### src/logic/s2p_defs.svh
// register offsets, field positions, reset values and byte and buffer sizes of the converter
`ifndef S2P_DEFS_SVH
`define S2P_DEFS_SVH

// wishbone byte addresses, one word each
`define S2P_CTRL_ADDR 8'h00
`define S2P_STATUS_ADDR 8'h04
`define S2P_FIFO_ADDR 8'h08
`define S2P_LAST_ADDR 8'h0C

// control field positions and reset value
`define S2P_CTRL_CAPTURE 0
`define S2P_CTRL_FLUSH 1
`define S2P_CTRL_RESET 2'h1

// status field positions
`define S2P_ST_READY 0
`define S2P_ST_CNT_LO 1
`define S2P_ST_EMPTY 4
`define S2P_ST_FULL 5
`define S2P_ST_OVF 6

// byte geometry, buffering and pin synchroniser width
`define S2P_BYTE_W 8
`define S2P_CNT_W 3
`define S2P_LAST_BIT 3'h7
`define S2P_FIFO_DEPTH 16
`define S2P_SYNC_W 6

`endif

### src/logic/s2p_pkg.sv
// types shared by the converter files
package s2p_pkg;
   // one assembled byte
   typedef logic [7:0] byte_t;
   // bit position inside the byte being assembled
   typedef logic [2:0] bit_cnt_t;
   // wishbone slave progress
   typedef enum logic [0:0] {BUS_IDLE, BUS_ACK} bus_state_t;
endpackage : s2p_pkg

### src/logic/pin_sync.sv
// two-stage synchroniser for a group of pin inputs
`timescale 1ns/10ps
`default_nettype none
module pin_sync #(
   parameter int WIDTH = 1
) (
   // clock and reset
   input wire logic core_clk,
   input wire logic rst_b,
   // raw pins and synchronised levels
   input wire logic [WIDTH-1:0] pin_in,
   output logic [WIDTH-1:0] pin_sync_out
);
   // first stage, read by the second stage only
   logic [WIDTH-1:0] meta_q;
   // second stage
   logic [WIDTH-1:0] stable_q;

   // one generate slice per pin
   genvar gi;
   generate
      for (gi = 0; gi < WIDTH; gi = gi + 1)
      begin : g_bit
         always_ff @(posedge core_clk)
         begin
            if (!rst_b)
            begin
               meta_q[gi] <= 1'b0;
               stable_q[gi] <= 1'b0;
            end
            else
            begin
               meta_q[gi] <= pin_in[gi];
               stable_q[gi] <= meta_q[gi];
            end
         end
      end
   endgenerate

   assign pin_sync_out = stable_q;
endmodule : pin_sync
`default_nettype wire

### src/logic/byte_fifo.sv
// small synchronous fifo holding assembled bytes
`timescale 1ns/10ps
`default_nettype none
module byte_fifo #(
   parameter int WIDTH = 8,
   parameter int DEPTH = 16
) (
   // clock and reset
   input wire logic core_clk,
   input wire logic rst_b,
   // flush drops every stored word
   input wire logic flush,
   // filling side
   input wire logic in_valid,
   output logic in_ready,
   input wire logic [WIDTH-1:0] in_data,
   // draining side
   output logic out_valid,
   input wire logic out_ready,
   output logic [WIDTH-1:0] out_data,
   // fill level
   output logic [$clog2(DEPTH):0] level
);
   localparam int AW = $clog2(DEPTH);
   // storage
   logic [WIDTH-1:0] mem_q [DEPTH];
   // pointers and count
   logic [AW-1:0] wr_q;
   logic [AW-1:0] rd_q;
   logic [AW:0] cnt_q;
   // handshakes
   wire push = in_valid && in_ready;
   wire pop = out_valid && out_ready;
   // registered head word and the slot that becomes the head next
   logic [WIDTH-1:0] head_q;
   wire [AW-1:0] rd_next = pop ? rd_q + 1'b1 : rd_q;
   // a write into the next head slot must be forwarded
   wire head_bypass = push && (wr_q == rd_next);

   assign in_ready = (cnt_q != DEPTH[AW:0]);
   assign out_valid = (cnt_q != '0);
   assign out_data = head_q;
   assign level = cnt_q;

   // write port, no reset needed on storage
   always_ff @(posedge core_clk)
   begin
      if (push)
         mem_q[wr_q] <= in_data;
   end

   // head register: read data come from a flop; the array read sees old data,
   // so a push into the slot about to become the head is forwarded
   always_ff @(posedge core_clk)
   begin
      if (head_bypass)
         head_q <= in_data;
      else
         head_q <= mem_q[rd_next];
   end

   // pointer and count bookkeeping
   always_ff @(posedge core_clk)
   begin
      if (!rst_b || flush)
      begin
         wr_q <= '0;
         rd_q <= '0;
         cnt_q <= '0;
      end
      else
      begin
         if (push)
            wr_q <= wr_q + 1'b1;
         if (pop)
            rd_q <= rd_q + 1'b1;
         // both at once leaves the count alone
         if (push && !pop)
            cnt_q <= cnt_q + 1'b1;
         else if (pop && !push)
            cnt_q <= cnt_q - 1'b1;
      end
   end
endmodule : byte_fifo
`default_nettype wire

### src/logic/disk_serial_to_parallel_converter.sv
// serial to parallel byte converter with wishbone access and byte fifo
//
// Design decisions made here: the Wishbone register port and the placing of the registers.
`include "s2p_defs.svh"
`timescale 1ns/10ps
`default_nettype none

// Summary of operation
// RQ1: rising serial clock shifts data into register
// RQ2: falling serial clock advances the bit counter
// RQ3: sync start high holds counter cleared
// RQ4: source raises sync start before first bit
// RQ5: source drops sync start in clock low
// RQ6: eighth falling edge sets flag, loads byte
// RQ7: output byte register separate from shifter
// RQ8: flag held cleared while byte clear low
// RQ9: host releases byte clear before next byte
// RQ10: byte clear touches only the ready flag
// RQ11: serial out comes from last shifter stage
// RQ12: shift clock out is inverted serial clock
// RQ13: enable low floats flag, serial, shift clock
// RQ14: inhibit input also holds counter, pulled up
// RQ15: host strobes byte clear on each read
// RQ16: host clears flag once after power up
// RQ17: counter wraps modulo eight between bytes
module disk_serial_to_parallel_converter (
   // clock and reset
   input wire logic core_clk,
   input wire logic rst_b,
   // serial pins from the read channel
   input wire logic serial_clk,
   input wire logic serial_data,
   input wire logic sync_start,
   input wire logic counter_inhibit_n,
   // host pins
   input wire logic byte_clear_n,
   input wire logic output_enable,
   output logic [7:0] parallel_byte_out,
   // three-state outputs, enable low while driven
   output logic byte_ready_flag,
   output logic byte_ready_flag_oe_n,
   output logic serial_out,
   output logic serial_out_oe_n,
   output logic shift_clock_out,
   output logic shift_clock_out_oe_n,
   // wishbone slave
   input wire logic wb_cyc_i,
   input wire logic wb_stb_i,
   input wire logic wb_we_i,
   input wire logic [7:0] wb_adr_i,
   input wire logic [3:0] wb_sel_i,
   input wire logic [31:0] wb_dat_i,
   output logic [31:0] wb_dat_o,
   output logic wb_ack_o
);
   // synchronised pin levels
   logic [`S2P_SYNC_W-1:0] pins_s;
   wire sclk_s = pins_s[0];
   wire sdata_s = pins_s[1];
   wire start_s = pins_s[2];
   wire inhibit_n_s = pins_s[3];
   wire clear_n_s = pins_s[4];
   wire enable_s = pins_s[5];

   // previous serial clock level, for edge finding
   logic sclk_prev_q;
   // shift register, bit counter, output byte
   s2p_pkg::byte_t shift_q;
   s2p_pkg::bit_cnt_t cnt_q;
   s2p_pkg::byte_t byte_q;
   // ready latch
   logic ready_q;
   // software control and sticky overflow
   logic [1:0] ctrl_q;
   logic ovf_q;
   // bus state and registered read data
   s2p_pkg::bus_state_t bus_q;
   logic [31:0] rdat_q;
   // fifo wiring
   logic fifo_ready;
   logic fifo_valid;
   logic [7:0] fifo_data;
   logic [4:0] fifo_level;
   // bus-side pop strobe, decoded below with the other bus terms
   logic fifo_pop;

   // all pins cross into core_clk before use
   pin_sync #(
      .WIDTH(`S2P_SYNC_W)
   ) u_sync (
      .core_clk(core_clk),
      .rst_b(rst_b),
      .pin_in({output_enable, byte_clear_n, counter_inhibit_n, sync_start, serial_data,
         serial_clk}),
      .pin_sync_out(pins_s)
   );

   // edge decode of the synchronised serial clock
   wire sclk_rise = sclk_s && !sclk_prev_q;
   wire sclk_fall = !sclk_s && sclk_prev_q;
   // counter hold: start high or inhibit pulled low
   wire cnt_hold = start_s || !inhibit_n_s; // [RQ3] [RQ14]
   // byte complete on the eighth counting edge
   wire byte_done = sclk_fall && !cnt_hold && (cnt_q == `S2P_LAST_BIT); // [RQ6]
   // fifo push, gated by software capture enable
   wire fifo_push = byte_done && ctrl_q[`S2P_CTRL_CAPTURE];
   // a byte lost because the fifo had no room
   wire fifo_drop = fifo_push && !fifo_ready;

   // serial clock history
   always_ff @(posedge core_clk)
   begin
      if (!rst_b)
         sclk_prev_q <= 1'b0;
      else
         sclk_prev_q <= sclk_s;
   end

   // shifter: msb first, last stage feeds serial out
   always_ff @(posedge core_clk)
   begin
      if (!rst_b)
         shift_q <= 8'h00;
      else if (sclk_rise)
         shift_q <= {shift_q[6:0], sdata_s}; // [RQ1]
   end

   // bit counter on falling edges, wraps without a new start
   always_ff @(posedge core_clk)
   begin
      if (!rst_b)
         cnt_q <= 3'h0;
      else if (sclk_fall)
      begin
         if (cnt_hold)
            cnt_q <= 3'h0; // [RQ3]
         else
            cnt_q <= cnt_q + 3'h1; // [RQ2] [RQ17]
      end
   end

   // output byte only changes on completion, never by byte clear
   always_ff @(posedge core_clk)
   begin
      if (!rst_b)
         byte_q <= 8'h00;
      else if (byte_done)
         byte_q <= shift_q; // [RQ6] [RQ7] [RQ10]
   end

   // ready latch: a low clear holds it down, even against a new byte
   always_ff @(posedge core_clk)
   begin
      if (!rst_b)
         ready_q <= 1'b0;
      else if (!clear_n_s)
         ready_q <= 1'b0; // [RQ8]
      else if (byte_done)
         ready_q <= 1'b1; // [RQ6]
   end

   // pin outputs, all registered
   always_ff @(posedge core_clk)
   begin
      if (!rst_b)
      begin
         parallel_byte_out <= 8'h00;
         byte_ready_flag <= 1'b0;
         serial_out <= 1'b0;
         shift_clock_out <= 1'b1;
         byte_ready_flag_oe_n <= 1'b1;
         serial_out_oe_n <= 1'b1;
         shift_clock_out_oe_n <= 1'b1;
      end
      else
      begin
         parallel_byte_out <= byte_q; // [RQ7]
         byte_ready_flag <= ready_q;
         serial_out <= shift_q[7]; // [RQ11]
         shift_clock_out <= !sclk_s; // [RQ12]
         byte_ready_flag_oe_n <= !enable_s; // [RQ13]
         serial_out_oe_n <= !enable_s; // [RQ13]
         shift_clock_out_oe_n <= !enable_s; // [RQ13] [RQ12]
      end
   end

   // bytes queue up for software; drops are flagged, the stream cannot stall
   byte_fifo #(
      .WIDTH(`S2P_BYTE_W),
      .DEPTH(`S2P_FIFO_DEPTH)
   ) u_fifo (
      .core_clk(core_clk),
      .rst_b(rst_b),
      .flush(ctrl_q[`S2P_CTRL_FLUSH]),
      .in_valid(fifo_push),
      .in_ready(fifo_ready),
      .in_data(shift_q),
      .out_valid(fifo_valid),
      .out_ready(fifo_pop),
      .out_data(fifo_data),
      .level(fifo_level)
   );

   // wishbone decode
   wire bus_req = wb_cyc_i && wb_stb_i && (bus_q == s2p_pkg::BUS_IDLE);
   wire hit_ctrl = (wb_adr_i == `S2P_CTRL_ADDR);
   wire hit_status = (wb_adr_i == `S2P_STATUS_ADDR);
   wire hit_fifo = (wb_adr_i == `S2P_FIFO_ADDR);
   wire hit_last = (wb_adr_i == `S2P_LAST_ADDR);
   wire wr_ctrl = bus_req && wb_we_i && hit_ctrl && wb_sel_i[0];
   wire wr_ovf_clr = bus_req && wb_we_i && hit_status && wb_sel_i[0] && wb_dat_i[`S2P_ST_OVF];
   assign fifo_pop = bus_req && !wb_we_i && hit_fifo && fifo_valid;
   // status word
   wire [31:0] status_word = {25'h0, ovf_q, !fifo_ready, !fifo_valid, cnt_q, ready_q};
   // read mux; unmapped reads return zero
   wire [31:0] rd_mux = hit_ctrl ? {30'h0, ctrl_q} :
      hit_status ? status_word :
      hit_fifo ? {24'h0, fifo_valid ? fifo_data : 8'h00} :
      hit_last ? {24'h0, byte_q} : 32'h0;

   // one-cycle ack, then one idle cycle
   always_ff @(posedge core_clk)
   begin
      if (!rst_b)
      begin
         bus_q <= s2p_pkg::BUS_IDLE;
         wb_ack_o <= 1'b0;
         wb_dat_o <= 32'h0;
      end
      else
      begin
         case (bus_q)
            s2p_pkg::BUS_IDLE:
            begin
               wb_ack_o <= bus_req;
               if (bus_req)
               begin
                  bus_q <= s2p_pkg::BUS_ACK;
                  wb_dat_o <= wb_we_i ? 32'h0 : rd_mux;
               end
            end
            s2p_pkg::BUS_ACK:
            begin
               wb_ack_o <= 1'b0;
               bus_q <= s2p_pkg::BUS_IDLE;
            end
            default:
            begin
               wb_ack_o <= 1'b0;
               bus_q <= s2p_pkg::BUS_IDLE;
            end
         endcase
      end
   end

   // control register; flush bit clears itself after one cycle
   always_ff @(posedge core_clk)
   begin
      if (!rst_b)
         ctrl_q <= `S2P_CTRL_RESET;
      else if (wr_ctrl)
         ctrl_q <= wb_dat_i[1:0];
      else
         ctrl_q[`S2P_CTRL_FLUSH] <= 1'b0;
   end

   // sticky overflow, a new drop wins over the clear
   always_ff @(posedge core_clk)
   begin
      if (!rst_b)
         ovf_q <= 1'b0;
      else if (fifo_drop)
         ovf_q <= 1'b1;
      else if (wr_ovf_clr)
         ovf_q <= 1'b0;
   end
endmodule : disk_serial_to_parallel_converter
`default_nettype wire

### config.mk
export PLATFORM = sky130hd
export DESIGN_NAME = disk_serial_to_parallel_converter
export DESIGN_NICKNAME = d
export VERILOG_FILES = /design/src/logic/s2p_pkg.sv /design/src/logic/pin_sync.sv /design/src/logic/byte_fifo.sv /design/src/logic/disk_serial_to_parallel_converter.sv
export VERILOG_INCLUDE_DIRS = /design/src /design/src/logic
export SDC_FILE = /design/constraint.sdc
export NUM_CORES = 1
export LEC_CHECK = 0
export BUFFER_PORTS_ARGS = -buffer_cell sky130_fd_sc_hd__clkbuf_2
export CELL_PAD_IN_SITES_DETAIL_PLACEMENT = 2
export CELL_PAD_IN_SITES_GLOBAL_PLACEMENT = 2
export CORE_MARGIN = 2
export CORE_UTILIZATION = 44
export DETAILED_ROUTE_END_ITERATION = 10
export PLACE_DENSITY = 0.83
export RECOVER_POWER = 50
export SETUP_SLACK_MARGIN = 0.5
export SYNTH_ARGS = -nofsm -noshare
export SYNTH_HDL_FRONTEND = slang
export SYNTH_SLANG_ARGS = --single-unit
export TNS_END_PERCENT = 30
### constraint.sdc
create_clock -name core_clk -period 6.53 [get_ports core_clk]
set_clock_uncertainty 0.2 [all_clocks]
set_input_delay 0 -clock core_clk [delete_from_list [all_inputs] [get_ports core_clk]]
set_output_delay 0 -clock core_clk [all_outputs]
set_load 0.1 [all_outputs]
==> run summary, run 1 <==
RSZ-0062 raised after global routing - no
slowest stage cell, crit path - o2111a_1
CP Max Fanout - 11
Leak Pwr - 3.27 nW
Clock Latency Late Sink - 0.51 ns
worst relative slew slack - 8.86%
Hold Vio Cnt, Final - 0
Post-CTS Hold Buffers - 31
most prevalent standard cell on the critical path - ha_1
Rows - 49
GR Util All Layers - 28.3%
register area share after synthesis - 65.4%
Residual DRC - 3
Buf+Inv Stages, Crit Path - 1
Final min period - 3.94 ns
Die ar. - 19600 um^2
Synth area leader - edfxtp_1
distinct cell type count after synthesis - 55
via count - 5207
drt pass-1 iters - 8
most instantiated cells after synthesis - 128 x edfxtp_1, 74 x dfxtp_1, 50 x nand2_1
clk sinks - 202
clock buffer depth - 3
Worst-path clk slew - 0.07 ns
Post-Syn Area - 8150 um^2
vias in the first global route - 5836
min-delay worst type - in2reg
H-tree depth - 1
WL/cell - 30.9 um
Syn-to-layout area delta - 16.6%
Worst Setup Start Kind - flip-flop
io pins - 102
tightest hold margin - 0.109 ns
Synth Instances - 563
CP top delay family - adder cells
Die Wd - 140 um
initial antenna violation count - 0
most instantiated library cell after synthesis - edfxtp_1
setup TNS - 0 ns
CTS root buf - clkbuf_16
first-pass GRT wire length - 40.0 mm
critical path class - reg2reg
max-cap violations - 0
Post-synth EDFFs - 128
CTS Buf Count - 22
Synth Register Bits - 202
pwr dens - 291 nW/um^2
layout cells sized above 1 - 18.9%
post-cts sizing count - 0
total gr overflow - 0
maximum vdd drop - 0.202 mV
DR iter-0 viols - 406
CP required - 6.74 ns
Core Footprint - 18100 um^2
Worst path max stage delay - 0.54 ns
Synth area leaders - edfxtp_1 47%, dfxtp_1 18%, mux4_2 8.8%
fin nets - 708
Ys Warns - 0
Max Freq - 254 MHz
CTS tree - yes
Post-synth ARST share - 0%
Buffers on Ports - 45
largest net degree at the start of global routing - 33
fin. max-slew vios - 0
Critical Path, Cell by Cell - ha_1 > ha_1 > o2111a_1 > ha_1 > inv_1 > fa_1 > a21o_1 > a21oi_1 > xnor2_1 > or3_1 > a21oi_1
final wirelength - 27.3 mm
setup violators final - 0
vias per cell - 5.88
fin crit share - 60.4%
Synth top area share - 47.2%
detailed placer's ending HPWL - 15.0 mm
critical path endpoint category - flip-flop
failing checks - design-rule violations
status - complete, but fails checks
Most used DFF post-synth - edfxtp_1
crit path DAT - 4.15 ns
Initial Util - 45.0%
Antenna diodes - 0
Setup Fix Bufs, Post-CTS - 0
routability cong. - 0.775
Final ANT Viol Nets - 0
syn avg cell area - 14.5 um^2
Die H - 140 um
worst-margin pin slew - 1.36 ns
## area by class of cell
type	instances	area [um^2]
flip-flops and latches	202	5330
fillers	1623	8590
clock buffers	36	684
well taps	229	287
inverters	10	37.5
multi-input cells	322	2550
repair buffers	83	556
clock inverters	4	56.3
## per-layer routing
| layer | up-vias | track usage (%) | part of all wire [%] |
|---|---|---|---|
| met3 | 97 | 4.89 | 4.9 |
| li1 | 2178 | - | - |
| met4 | 0 | 17.0 | 6.4 |
| met2 | 258 | 50.0 | 52 |
| met1 | 2674 | 32.2 | 37 |
| met5 | - | 0 | 0 |
## through the flow
stage / utilization (%) / power, W / worst slack, ns / area (um^2) / cells
2_1_floorplan: - / 0.00147 / 3.47 / 8230 / 586
3_3_place_gp: 46.9 / 0.00147 / 3.11 / 8480 / 815
3_5_place_dp: 46.9 / 0.00148 / 2.87 / 8480 / 815
4_1_cts: 52.7 / 0.00277 / 2.80 / 9530 / 886
5_1_grt: 52.5 / 0.00282 / 2.45 / 9500 / 886
6_report: 52.5 / 0.00277 / 2.59 / 9500 / 886
## logic make-up after synthesis
family / synth area share (%)
AO/OA/AOI/OAI: 5.34
buffers and inverters: 4.38
AND/OR/NAND/NOR: 10.6
XOR/XNOR: 0.860
other: 0.0460
flip-flops: 65.4
multiplexers: 11.5
adder cells (fa/ha/maj): 1.94
## registers in the layout, summed over array words and instances (netlist names), 2 cells and up, named ones only
signal	cells
u_fifo.mem_q	128
byte_q	8
parallel_byte_out	8
shift_q	8
wb_dat_o	8
u_sync.meta_q	6
u_sync.pin_sync_out	6
u_fifo.level	5
u_fifo.rd_q	4
u_fifo.wr_q	4
cnt_q	3
ctrl_q	2
## where the power goes
part	internal [W]	switching, W	total, W
Sequential	0.00135	0.00000339	0.00135
Clock	0.000759	0.000543	0.00130
Combinational	0.0000202	0.0000958	0.000116
## worst min-delay path, cell delays in order
cell      delay, ns
clkbuf_2       0.16
a21boi_0       0.21
o31ai_1        0.11
a21oi_1        0.16
a221oi_2       0.11
## worst paths after layout
kind | start | endpoint | slack [ns] | cells past startpoint
hold / removal | wb_adr_i[2] | wb_dat_o[1] | 0.11 | 5
setup / recovery | cnt_q[0] | u_fifo.level[4] | 2.59 | 11
setup reg to reg | cnt_q[0] | u_fifo.level[4] | 2.59 | 11
hold reg to reg | u_sync.pin_sync_out[5] | shift_clock_out_oe_n | 0.20 | 1
## layout by cell type, fill, tap and decap left out, types with 5 or more instances in the layout
cell,instances
nand3_1,11
mux2i_1,6
a221oi_1,6
conb_1,24
edfxtp_1,128
nand2b_1,8
inv_1,10
clkbuf_1,31
ha_1,11
dfxtp_1,73
nor2_1,34
o21ai_0,13
nor3_1,5
nor2b_1,7
and2_0,18
mux2_2,14
clkbuf_16,23
dlygate4sd3_1,31
a21oi_1,31
buf_4,6
clkbuf_2,22
clkbuf_8,6
mux4_2,32
nand2_1,50
(Power assumes the default switching activity.)
==> run 2: changes to the inputs <==
--- a/config.mk
+++ b/config.mk
@@ -6,13 +6,14 @@
 export SDC_FILE = /design/constraint.sdc
 export NUM_CORES = 1
 export LEC_CHECK = 0
+export ABC_AREA = 1
 export BUFFER_PORTS_ARGS = -buffer_cell sky130_fd_sc_hd__clkbuf_2
 export CELL_PAD_IN_SITES_DETAIL_PLACEMENT = 2
 export CELL_PAD_IN_SITES_GLOBAL_PLACEMENT = 2
 export CORE_MARGIN = 2
-export CORE_UTILIZATION = 44
+export CORE_UTILIZATION = 33
 export DETAILED_ROUTE_END_ITERATION = 10
-export PLACE_DENSITY = 0.83
+export PLACE_DENSITY = 0.74
 export RECOVER_POWER = 50
 export SETUP_SLACK_MARGIN = 0.5
 export SYNTH_ARGS = -nofsm -noshare
==> constraint.sdc (replaced) <==
create_clock -name core_clk -period 3.2 [get_ports core_clk]
set_clock_uncertainty 0.2 [all_clocks]
set_input_delay 0 -clock core_clk [delete_from_list [all_inputs] [get_ports core_clk]]
set_output_delay 0 -clock core_clk [all_outputs]
set_load 0.1 [all_outputs]
==> run summary, run 2 <==
fin area - 10200 um^2 (was 9500 um^2)
syn avg cell area - 9.70 um^2 (was 14.5 um^2)
M2 GR Usage - 34.7% (was 50.0%)
most instantiated library cell after synthesis - nand2_1 (was edfxtp_1)
setup violators final - 0 (unchanged)
Hold Vio Cnt, Final - 0 (unchanged)
Synth Register Bits - 202 (unchanged)
Largest register FFs - 128 (unchanged)
Post-synth ARST share - 0% (unchanged)
P_int - 0.00421 W (was 0.00212 W)
Combinational Power Share - 4.3% (was 4.2%)
setup TNS - 0 ns (unchanged)
post-synthesis xor/xnor area fraction - 0.412% (was 0.860%)
placed instance area - 9000 um^2 (was 8480 um^2)
DR iter-0 viols - 287 (was 406)
min-delay worst type - reg2reg (was in2reg)
GR Util All Layers - 18.6% (was 28.3%)
Most used DFF post-synth - edfxtp_1 (unchanged)
Core Footprint - 25300 um^2 (was 18100 um^2)
final wirelength - 24.3 mm (was 27.3 mm)
drt pass-1 iters - 4 (was 8)
most frequent cells in the layout - 214 x nand2_1, 128 x edfxtp_1, 100 x nor2_1 (was 128 x edfxtp_1, 73 x dfxtp_1, 50 x nand2_1)
fin crit share - 83.1% (was 60.4%)
maximum vdd drop - 0.326 mV (was 0.202 mV)
fillers - 2737 (was 1623)
io pins - 102 (unchanged)
layout cells sized above 1 - 12.1% (was 18.9%)
status - complete, no violations (was complete, but fails checks)
Critical Path, Cell by Cell - inv_2 > nand4_1 > inv_2 > nand2_4 > nor3_4 > ha_4 > inv_4 > fa_2 > a21o_1 > a21oi_2 > nor2_2 > nor2_1 > nand2_1 > o21ai_1 > a21oi_1 (was ha_1 > ha_1 > o2111a_1 > ha_1 > inv_1 > fa_1 > a21o_1 > a21oi_1 > xnor2_1 > or3_1 > a21oi_1)
distinct cell type count after synthesis - 41 (was 55)
worst relative slew slack - 21.2% (was 8.86%)
Synth Area in Compound Gates - 6.14% (was 5.34%)
total power - 0.00545 W (was 0.00277 W)
via count - 6276 (was 5207)
H-tree depth - 1 (unchanged)
Clock Power Share - 44.1% (was 47.1%)
Final ANT Viol Nets - 0 (unchanged)
Post-Syn Area - 8500 um^2 (was 8150 um^2)
Syn-to-layout area delta - 19.6% (was 16.6%)
Synth area leaders - edfxtp_1 45%, dfxtp_1 17%, nand2_1 9.5% (was edfxtp_1 47%, dfxtp_1 18%, mux4_2 8.8%)
Switch Pwr - 0.00124 W (was 0.000642 W)
Synth Area in Simple Gates - 20.0% (was 10.6%)
CTS root buf - clkbuf_16 (unchanged)
first-pass GRT wire length - 38.5 mm (was 40.0 mm)
Clock Latency Late Sink - 0.50 ns (was 0.51 ns)
CTS tree - yes (unchanged)
Die Wd - 165 um (was 140 um)
global route hottest layer - met2 (unchanged)
CP required - 3.40 ns (was 6.74 ns)
crit path DAT - 2.86 ns (was 4.15 ns)
clk sinks - 202 (unchanged)
Post-synth EDFFs - 128 (unchanged)
fin. max-slew vios - 0 (unchanged)
most prevalent standard cell on the critical path - inv_2 (was ha_1)
slowest stage cell, crit path - fa_2 (was o2111a_1)
Max Freq - 376 MHz (was 254 MHz)
adder-cell share of the synthesized area - 1.85% (was 1.94%)
Synth top area share - 45.2% (was 47.2%)
Leak Pwr - 4.17 nW (was 3.27 nW)
critical path class - reg2reg (unchanged)
met1 usage in global routing - 23.0% (was 32.2%)
CP Max Fanout - 4 (was 11)
Antenna diodes - 0 (unchanged)
met3 usage - 2.11% (was 4.89%)
Worst path max stage delay - 0.37 ns (was 0.54 ns)
critical path endpoint category - flip-flop (unchanged)
multi-input combinational cell area - 2580 um^2 (was 2550 um^2)
max-cap violations - 0 (unchanged)
Final min period - 2.66 ns (was 3.94 ns)
most instantiated cells after synthesis - 216 x nand2_1, 128 x edfxtp_1, 103 x nor2_1 (was 128 x edfxtp_1, 74 x dfxtp_1, 50 x nand2_1)
RSZ-0062 raised after global routing - yes (was no)
clock buffer depth - 3 (unchanged)
Reg with most FFs - u_fifo.mem_q (unchanged)
Worst Setup Start Kind - flip-flop (unchanged)
Initial Util - 33.7% (was 45.0%)
Synth area leader - edfxtp_1 (unchanged)
Post-Place Cells - 1239 (was 815)
detailed placer's ending HPWL - 15.7 mm (was 15.0 mm)
Rows - 58 (was 49)
WL/cell - 18.4 um (was 30.9 um)
register area share after synthesis - 62.6% (was 65.4%)
Residual DRC - 0 (was 3)
worst-margin pin slew - 1.19 ns (was 1.36 ns)
Ys Warns - 0 (unchanged)
Buffers on Ports - 45 (unchanged)
CP top delay family - simple AND/OR/NAND/NOR gates (was adder cells)
Synth Instances - 877 (was 563)
Die H - 165 um (was 140 um)
Worst-path clk slew - 0.07 ns (about the same)
leading cell type in the layout, fill and taps excluded - nand2_1 (was edfxtp_1)
pwr dens - 536 nW/um^2 (was 291 nW/um^2)
largest family of logic cells by synthesized area - simple AND/OR/NAND/NOR gates (was multiplexers)
non-filler cells, final - 1324 (was 886)
Core Util, Final - 40.3% (was 52.5%)
vias per cell - 4.74 (was 5.88)
Buf+Inv Stages, Crit Path - 3 (was 1)
part of the power in registers - 51.6% (was 48.8%)
total gr overflow - 0 (unchanged)
Die ar. - 27100 um^2 (was 19600 um^2)
largest net degree at the start of global routing - 74 (was 33)
vias in the first global route - 6906 (was 5836)
routability cong. - 0.736 (was 0.775)
sequential cell area - 5340 um^2 (was 5330 um^2)
initial antenna violation count - 0 (unchanged)
multiplexer share of the synthesized area - 0% (was 11.5%)
Switching Fraction - 22.8% (was 23.2%)
CTS Buf Count - 23 (was 22)
fin nets - 1048 (was 708)
[run 2: changes by cell type after synthesis, moves of 9 or more]
| cell | delta |
|---|---|
| clkbuf_1 | -9 |
| nor2_1 | +69 |
| and2_1 | -22 |
| mux2_2 | -14 |
| mux4_2 | -32 |
| nand2_1 | +166 |
| inv_1 | +80 |
| o21ai_0 | +18 |
| buf_2 | +9 |
| nand3_1 | +67 |
[run 2: path summary, 6_finish.rpt]
path / from / to / slack, ns / depth (start not counted)
hold reg to reg: u_sync.pin_sync_out[5] / shift_clock_out_oe_n / 0.16 / 1
hold / removal: u_sync.pin_sync_out[5] / shift_clock_out_oe_n / 0.16 / 1
setup reg to reg: u_sync.pin_sync_out[0] / u_fifo.level[4] / 0.54 / 15
setup / recovery: u_sync.pin_sync_out[0] / u_fifo.level[4] / 0.54 / 15
[run 2: cell type report]
class	count	share of cell area, %
clock buffers	27	5.81
clock inverters	11	0.775
inverters	96	3.57
multi-input cells	544	25.4
flip-flops and latches	202	52.5
well taps	330	4.06
repair buffers	114	7.88
[run 2: layer usage]
layer  vias to the layer above  routed length (um)
met5                         -                   0
met4                         0                 440
met3                        24                 737
met2                        99               12800
met1                      3119               10400
li1                       3034                   -
[run 2: power by group through the flow]
stage          logic (W)  registers, W  clock network, W
6_report        0.000235       0.00281           0.00240
5_1_grt         0.000251       0.00282           0.00256
4_1_cts         0.000232       0.00282           0.00247
3_5_place_dp    0.000204       0.00287                 0
3_3_place_gp    0.000202       0.00287                 0
2_1_floorplan   0.000187       0.00286                 0
[run 2: repair_timing]
action,in CTS,in global routing
endpoints found under the setup margin,2,3
endpoints found under the hold margin,58,0
setup buffers,1,10
hold buffers,36,0
resized for setup,8,22
pin swaps,2,12
cloned,0,0
[run 2: metrics by stage]
step	setup slack, ns	hold WS (ns)
floorplan	0.569	-0.102
global placement	0.307	-0.0123
detailed placement	0.274	-0.00940
CTS	0.524	0.165
global route	0.338	0.180
finish	0.541	0.160
[run 2: cells by family after synthesis]
family                     Yosys count
xor gates and xnor gates             4
AOI/OAI and AO/OA                   93
and+or+nand+nor                    411
buffers and inverters              154
DFF                                202
other                                1
adders and majority gates           12
[run 2: worst reg2reg max path, cell delays in order (launching register included)]
cell and delay (ns):
dfxtp_2 0.33, inv_2 0.06, nand4_1 0.13, inv_2 0.13, nand2_4 0.07, nor3_4 0.25, ha_4 0.20, inv_4 0.05
fa_2 0.37, a21o_1 0.18, a21oi_2 0.18, nor2_2 0.06, nor2_1 0.10, nand2_1 0.07, o21ai_1 0.13, a21oi_1 0.05
